File: src/sdw_pkg.sv
// package: register map, reset values and timing for the dual watchdog
package sdw_pkg;
  localparam logic [15:0] SDW_OFS_DIVIDER = 16'h0400;
  localparam logic [15:0] SDW_OFS_LPI_TIMER = 16'h0410;
  localparam logic [15:0] SDW_OFS_SC_TIMER = 16'h0420;
  localparam logic [15:0] SDW_RST_DIVIDER = 16'h09C2;
  localparam logic [15:0] SDW_RST_SC_TIMER = 16'h03E8;
  localparam logic [15:0] SDW_RST_LPI_TIMER = 16'h03E8;
  localparam logic [15:0] SDW_DIV_EXTRA = 16'h0002;
  // base tick period and core clock, both in ns
  localparam int SDW_BASE_TICK_NS = 40;
  localparam int SDW_CLK_NS = 4;
  localparam int SDW_BASE_CYC = SDW_BASE_TICK_NS / SDW_CLK_NS;
  localparam logic [3:0] SDW_BASE_LAST = 4'(SDW_BASE_CYC - 1);
  localparam int SDW_NUM_DOGS = 2;
  localparam int SDW_DOG_SC = 0;
  localparam int SDW_DOG_LPI = 1;
endpackage

File: src/sdw_regfile.sv
// register file: divider and two timers, registered read data
`timescale 1ns/1ps
module sdw_regfile (
  input wire logic clk, // core clock
  input wire logic nrst, // sync reset, active low
  input wire logic ce, // clock enable
  input wire logic wr_en, // register write strobe
  input wire logic rd_en, // register read strobe
  input wire logic [15:0] addr, // register offset
  input wire logic [15:0] wdata, // write data
  output logic [15:0] rdata_q, // registered read data
  output logic [15:0] divider_q, // tick divider value
  output logic [15:0] lpi_timer_q, // local interface timer
  output logic [15:0] sc_timer_q // sync channel timer
);
  logic [15:0] rdata_d;
  logic [15:0] divider_d;
  logic [15:0] lpi_timer_d;
  logic [15:0] sc_timer_d;

  // writes and read-back decode; unmapped reads give zero
  always_comb
  begin
    divider_d = divider_q;
    lpi_timer_d = lpi_timer_q;
    sc_timer_d = sc_timer_q;
    rdata_d = rdata_q;
    if (wr_en)
    begin
      case (addr)
        sdw_pkg::SDW_OFS_DIVIDER: divider_d = wdata;
        sdw_pkg::SDW_OFS_LPI_TIMER: lpi_timer_d = wdata;
        sdw_pkg::SDW_OFS_SC_TIMER: sc_timer_d = wdata;
        default: ;
      endcase
    end
    if (rd_en)
    begin
      case (addr)
        sdw_pkg::SDW_OFS_DIVIDER: rdata_d = divider_q;
        sdw_pkg::SDW_OFS_LPI_TIMER: rdata_d = lpi_timer_q;
        sdw_pkg::SDW_OFS_SC_TIMER: rdata_d = sc_timer_q;
        default: rdata_d = 16'h0000;
      endcase
    end
  end

  // register stage, defaults give 100 ms on both dogs
  always_ff @(posedge clk)
  begin
    if (!nrst)
    begin
      divider_q <= sdw_pkg::SDW_RST_DIVIDER;
      lpi_timer_q <= sdw_pkg::SDW_RST_LPI_TIMER;
      sc_timer_q <= sdw_pkg::SDW_RST_SC_TIMER;
      rdata_q <= 16'h0000;
    end
    else if (ce)
    begin
      divider_q <= divider_d;
      lpi_timer_q <= lpi_timer_d;
      sc_timer_q <= sc_timer_d;
      rdata_q <= rdata_d;
    end
  end
endmodule

File: src/sdw_watchdog.sv
// dual communication watchdog of the slave controller
// Summary of operation
// - one shared divider register at 0x0400
// - own timers: 0x0420 sync, 0x0410 local
// - timeout = 40ns * (divider+2) * timer
// - watchdog tick = divider+2 base ticks
// - defaults 2498 and 1000: 100 ms
// - process-data exchange restarts sync watchdog
// - enabled sync watchdog expires without exchange
// - expiry leaves network state untouched
// - sync expiry held until next exchange, or until disabled (enable low or timer zero)
// - local watchdog expires without processor access
// - expiry drives outputs to preset safe state
// - sync timer zero disables that watchdog
// - settings readable back at their offsets
// - sync timeout reaches about 170 seconds
// - safe-operational holds outputs safe, inputs live
`timescale 1ns/1ps
module sdw_watchdog #(
  parameter int OUT_W = 8 // width of the guarded output image
) (
  input wire logic clk, // core clock, 250 MHz
  input wire logic nrst, // sync reset, active low
  input wire logic ce, // clock enable, freezes all state
  input wire logic reg_wr, // register write strobe
  input wire logic reg_rd, // register read strobe
  input wire logic [15:0] reg_addr, // register offset
  input wire logic [15:0] reg_wdata, // register write data
  input wire logic sc_enable, // sync channel watchdog enabled
  input wire logic lpi_enable, // local interface watchdog enabled
  input wire logic pd_exchange, // successful process-data pulse
  input wire logic lpi_access, // local processor access pulse
  input wire logic safe_op_state, // in safe-operational state
  input wire logic [OUT_W-1:0] out_data, // output image from master
  input wire logic [OUT_W-1:0] safe_value, // preset safe value
  input wire logic safe_use_value, // 1: safe value, 0: all off
  output logic [15:0] reg_rdata_q, // register read data
  output logic sc_expired_q, // sync channel watchdog expired
  output logic lpi_expired_q, // local interface watchdog expired
  output logic [OUT_W-1:0] out_pins_q // outputs to the process
);
  logic [15:0] divider;
  logic [15:0] lpi_timer;
  logic [15:0] sc_timer;
  logic [3:0] base_cnt_q;
  logic [3:0] base_cnt_d;
  // one bit above the divider: divider+2 base ticks reach 65537 (~2.6 ms)
  logic [16:0] tick_cnt_q;
  logic [16:0] tick_cnt_d;
  logic tick;
  logic [15:0] cnt_q [sdw_pkg::SDW_NUM_DOGS];
  logic [15:0] cnt_d [sdw_pkg::SDW_NUM_DOGS];
  logic exp_d [sdw_pkg::SDW_NUM_DOGS];
  logic exp_q [sdw_pkg::SDW_NUM_DOGS];
  logic [OUT_W-1:0] out_d;
  logic safe;

  // divider+2 base ticks form one watchdog tick
  function automatic logic [16:0] sdw_tick_last(input logic [15:0] div);
    sdw_tick_last = {1'b0, div} + {1'b0, sdw_pkg::SDW_DIV_EXTRA} - 17'h00001;
  endfunction

  sdw_regfile u_regs (
    .clk(clk),
    .nrst(nrst),
    .ce(ce),
    .wr_en(reg_wr),
    .rd_en(reg_rd),
    .addr(reg_addr),
    .wdata(reg_wdata),
    .rdata_q(reg_rdata_q),
    .divider_q(divider),
    .lpi_timer_q(lpi_timer),
    .sc_timer_q(sc_timer)
  );

  // shared prescaler: 40 ns base tick, then divider+2 of them
  always_comb
  begin
    base_cnt_d = base_cnt_q + 4'h1;
    tick_cnt_d = tick_cnt_q;
    tick = 1'b0;
    if (base_cnt_q == sdw_pkg::SDW_BASE_LAST)
    begin
      base_cnt_d = 4'h0;
      if (tick_cnt_q >= sdw_tick_last(divider))
      begin
        tick_cnt_d = 17'h00000;
        tick = 1'b1;
      end
      else
        tick_cnt_d = tick_cnt_q + 17'h00001;
    end
  end

  always_ff @(posedge clk)
  begin
    if (!nrst)
    begin
      base_cnt_q <= 4'h0;
      tick_cnt_q <= 17'h00000;
    end
    else if (ce)
    begin
      base_cnt_q <= base_cnt_d;
      tick_cnt_q <= tick_cnt_d;
    end
  end

  // down-counters: reload on activity, expire at zero; 16-bit ticks
  // of up to 65537*40ns allow about 170 s on the sync channel
  always_comb
  begin
    logic [15:0] rld [sdw_pkg::SDW_NUM_DOGS];
    logic hit [sdw_pkg::SDW_NUM_DOGS];
    logic en [sdw_pkg::SDW_NUM_DOGS];
    rld[sdw_pkg::SDW_DOG_SC] = sc_timer;
    rld[sdw_pkg::SDW_DOG_LPI] = lpi_timer;
    hit[sdw_pkg::SDW_DOG_SC] = pd_exchange;
    hit[sdw_pkg::SDW_DOG_LPI] = lpi_access;
    // timer zero switches the dog off entirely
    en[sdw_pkg::SDW_DOG_SC] = sc_enable && (sc_timer != 16'h0000);
    en[sdw_pkg::SDW_DOG_LPI] = lpi_enable && (lpi_timer != 16'h0000);
    for (int i = 0; i < sdw_pkg::SDW_NUM_DOGS; i++)
    begin
      cnt_d[i] = cnt_q[i];
      exp_d[i] = exp_q[i];
      if (!en[i])
      begin
        cnt_d[i] = rld[i];
        exp_d[i] = 1'b0;
      end
      else if (hit[i])
      begin
        cnt_d[i] = rld[i];
        exp_d[i] = 1'b0;
      end
      else if (tick && cnt_q[i] != 16'h0000)
      begin
        cnt_d[i] = cnt_q[i] - 16'h0001;
        if (cnt_q[i] == 16'h0001)
          exp_d[i] = 1'b1;
      end
    end
  end

  always_ff @(posedge clk)
  begin
    if (!nrst)
    begin
      // start from the default timers so an idle enabled dog still expires
      cnt_q[sdw_pkg::SDW_DOG_SC] <= sdw_pkg::SDW_RST_SC_TIMER;
      cnt_q[sdw_pkg::SDW_DOG_LPI] <= sdw_pkg::SDW_RST_LPI_TIMER;
      for (int i = 0; i < sdw_pkg::SDW_NUM_DOGS; i++)
      begin
        exp_q[i] <= 1'b0;
      end
    end
    else if (ce)
    begin
      cnt_q <= cnt_d;
      exp_q <= exp_d;
    end
  end

  // output stage; network state is not ours to change on expiry
  assign safe = exp_d[sdw_pkg::SDW_DOG_SC] || exp_d[sdw_pkg::SDW_DOG_LPI]
    || safe_op_state;
  always_comb
  begin
    out_d = out_data;
    if (safe)
      out_d = safe_use_value ? safe_value : '0;
  end

  always_ff @(posedge clk)
  begin
    if (!nrst)
    begin
      out_pins_q <= '0;
      sc_expired_q <= 1'b0;
      lpi_expired_q <= 1'b0;
    end
    else if (ce)
    begin
      out_pins_q <= out_d;
      sc_expired_q <= exp_d[sdw_pkg::SDW_DOG_SC];
      lpi_expired_q <= exp_d[sdw_pkg::SDW_DOG_LPI];
    end
  end
endmodule

File: config.mk
export PLATFORM = sky130hd
export DESIGN_NAME = sdw_watchdog
export DESIGN_NICKNAME = d
export VERILOG_FILES = /design/src/sdw_pkg.sv /design/src/sdw_regfile.sv /design/src/sdw_watchdog.sv
export SDC_FILE = /design/constraint.sdc
export NUM_CORES = 1
export LEC_CHECK = 0
export ABC_AREA = 1
export BUFFER_PORTS_ARGS = -buffer_cell sky130_fd_sc_hd__buf_2
export CORE_ASPECT_RATIO = 1.1
export CORE_MARGIN = 2
export CORE_UTILIZATION = 45
export DETAILED_ROUTE_END_ITERATION = 16
export GPL_ROUTABILITY_DRIVEN = 0
export PLACE_DENSITY_LB_ADDON = 0.2
export SYNTH_ARGS = -nofsm -noshare
export SYNTH_HDL_FRONTEND = slang
export SYNTH_SLANG_ARGS = --single-unit
File: constraint.sdc
create_clock -name clk -period 4.1 [get_ports clk]
set_input_delay 1.23 -clock clk [delete_from_list [all_inputs] [get_ports clk]]
set_output_delay 1.23 -clock clk [all_outputs]
set_load 0.005 [all_outputs]
==> qor.csv <==
stage,metric,value,unit
logic_synthesis,Yosys warning count,0,
drt,met2 routed WL,9370,microns
setup_path,crit start category,register,
layout,Layout Cells excl Fill,1254,
logic_synthesis,synthesized flop and latch total,127,
sta,Slew HR,0.306,
sta,Worst Max-Slew Pin Slew,1.04,ns
cts,H-tree levels,4,
sta,FMAX,277,MHz
placement,Buffers on Ports,84,
cts,Sink Count,127,
grt,first-pass GRT wire length,31900,microns
layout,Synth-to-Final Area Change,16.6,%
cts,# hold bufs at CTS,0,
cts,Root Driver,clkbuf_16,
layout,# nets final,1127,
outcome,status,finished clean,
cts,Clock Latency Late Sink,0.43,ns
logic_synthesis,top post-synthesis cells by area,"dfxtp_1 37%, nand2_1 9.9%, a21oi_1 7.5%",
logic_synthesis,Synth top area share,0.368,
cts,Worst-path clk slew,0.06,ns
drt,Avg WL per Cell,16.1,microns
sta,min Tclk post-route,3.61,ns
setup_path,"Arr. time, crit path",3.86,ns
power_and_ir_drop,PD cells,369,mW/mm^2
placement,placed cell count,1222,
layout,most frequent cells in the layout,"182 x nand2_1, 127 x dfxtp_1, 112 x inv_1",
layout,most common library cell in the layout ignoring fill and taps,nand2_1,
drt,via/cell ratio,5.38,
die,row count,47,
grt,GRT Total Usage,0.254,
drt,met1 wire length,9090,microns
logic_synthesis,post-synthesis cell area,0.00691,sq mm
setup_path,crit-path max FO,10,
sta,max-slew violations,0,
die,CORE AREA,0.0151,sq mm
logic_synthesis,post-synth top area cell,dfxtp_1,
drt,DRT iter0 DRCs,442,
sta,setup TNS,0,ns
die,boundary pin count,85,
power_and_ir_drop,peak supply drop,278,uV
drt,Post-DRT Antenna Nets,0,
logic_synthesis,count of cell types in the netlist,46,
logic_synthesis,Mapped Nets,1051,
die,full die area,0.0164,sq mm
logic_synthesis,sequential share of the synthesized area,0.368,
drt,TritonRoute pass-1 iters,5,
cts,Num CTS Buffers,17,
sta,final setup violation count,0,
layout,layout cells sized above 1,0.163,
grt,grt total ovfl,0,
grt,vias in the first global route,6185,
sta,final cycle utilization of the critical path,0.880,
drt,routed via count,6746,
cts,clock buffer depth,2,
drt,drt total wl,20200,microns
sta,final hold violations,0,
min_path,min-delay worst type,register to register,
grt,largest net degree at the start of global routing,54,
power_and_ir_drop,LEAKAGE,3.39,nW
setup_path,crit end category,register,
drt,DRC violations left,0,
sta,RSZ-0062 raised after global routing,false,
grt,initial antenna violation count,0,
die,chip width,122,microns
setup_path,WS Path Type,register to register,
logic_synthesis,syn_area_per_cell,7.13,sq um
layout,n_diodes,0,
die,starting density of the core,0.459,
die,Die Y,134,microns
placement,HPWL Detailed,15100,microns
drt,top sig layer,met4,
sta,Worst Skew,0.00856,ns
job,Max-Cap Viols,0,
cts,CTS tree,done,
logic_synthesis,Synth Instances,969,
setup_path,CP required,4.36,ns
drt,met3 WL,932,microns
[power breakdown]
part           internal, mW  switching, mW  total, mW
clock                 0.838          0.610       1.45
sequential             1.26         0.0238       1.29
combinational        0.0861          0.150      0.236
total                  2.19          0.784       2.97
[cell families after synthesis]
logic type / Yosys count / synth area share
and+or+nand+nor: 380 / 0.257
AOI/OAI and AO/OA: 242 / 0.194
buffers and inverters: 160 / 0.0924
xor gates and xnor gates: 37 / 0.0469
DFF: 127 / 0.368
adders and majority gates: 23 / 0.0417
[registers in the layout, indices dropped and copies added (netlist names)]
name,flops
out_pins_q,8
tick_cnt_q,17
base_cnt_q,4
cnt_q,32
u_regs.divider_q,16
sc_expired_q,1
u_regs.sc_timer_q,16
u_regs.lpi_timer_q,16
lpi_expired_q,1
u_regs.rdata_q,16
[layer usage]
layer | global-route usage | vias to the layer above
li1 | - | 3412
met1 | 0.327 | 3093
met2 | 0.412 | 186
met3 | 0.0451 | 55
met4 | 0.123 | 0
met5 | 0 | -
[synthesized netlist by cell type, drive strengths merged]
cell type	count
a211oi	6
a21o	1
a21oi	104
a31o	1
a31oi	5
and2	1
and3	1
buf	15
clkbuf	23
clkinv	5
dfxtp	127
ha	23
inv	117
nand2	190
nand3	45
nand3b	1
nand4	24
nor2	77
nor3	25
nor3b	1
nor4	10
o2111ai	1
o211ai	12
o21ai	97
o221ai	15
or2	4
or4	1
xnor2	8
xor2	29
[stage by stage]
step                area (sq um)  setup WS, ns  utilization  hold WS, ns  power (mW)
floorplan                   6910         0.988            -        0.454        1.46
global placement            7470         0.395        0.497        0.452        1.54
detailed placement          7470         0.265        0.497        0.454        1.55
CTS                         8040         0.263        0.534        0.464        2.98
global route                8050        0.0499        0.535        0.477        3.06
finish                      8050         0.493        0.535        0.462        2.97
[path summary, 6_finish.rpt]
path         cells after the start           endpoint           startpoint  slack [ns]
max reg2reg                     22      out_pins_q[6]  u_regs.divider_q[2]        0.49
min reg2reg                      2  u_regs.rdata_q[1]    u_regs.rdata_q[1]        0.46
max                             22      out_pins_q[6]  u_regs.divider_q[2]        0.49
min                              2  u_regs.rdata_q[1]    u_regs.rdata_q[1]        0.46
[timing repair]
| action | in CTS | in global routing |
|---|---|---|
| endpoints found under the setup margin | 0 | 35 |
| buffers inserted | 0 | 0 |
| gates resized for setup | 0 | 4 |
[critical path, cell delays in order (launching register included)]
cell and delay [ns]:
dfxtp_1 0.41, nand3_1 0.16, nor3_2 0.19, nand2_1 0.08, nor2_1 0.17, nand3_1 0.14
nor2_1 0.11, nand2_1 0.08, nor2_1 0.17, nand3_1 0.12, xor2_1 0.16, ha_1 0.30
nand4_1 0.12, nor2_1 0.16, nand3_1 0.10, nand3_2 0.17, nand4_1 0.11, nand2_1 0.11
nand2_2 0.13, nand3_2 0.24, nand2_1 0.07, nand3_1 0.07, a21oi_1 0.06
[layout make-up]
type / count / area (sq um)
clock buffers: 17 / 425
clock inverters: 15 / 139
fillers: 1536 / 7000
inverters: 122 / 460
multi-input cells: 682 / 3740
flip-flops and latches: 127 / 2540
well taps: 196 / 245
repair buffers: 95 / 503
No activity file was read; power rests on OpenSTA's default activity.
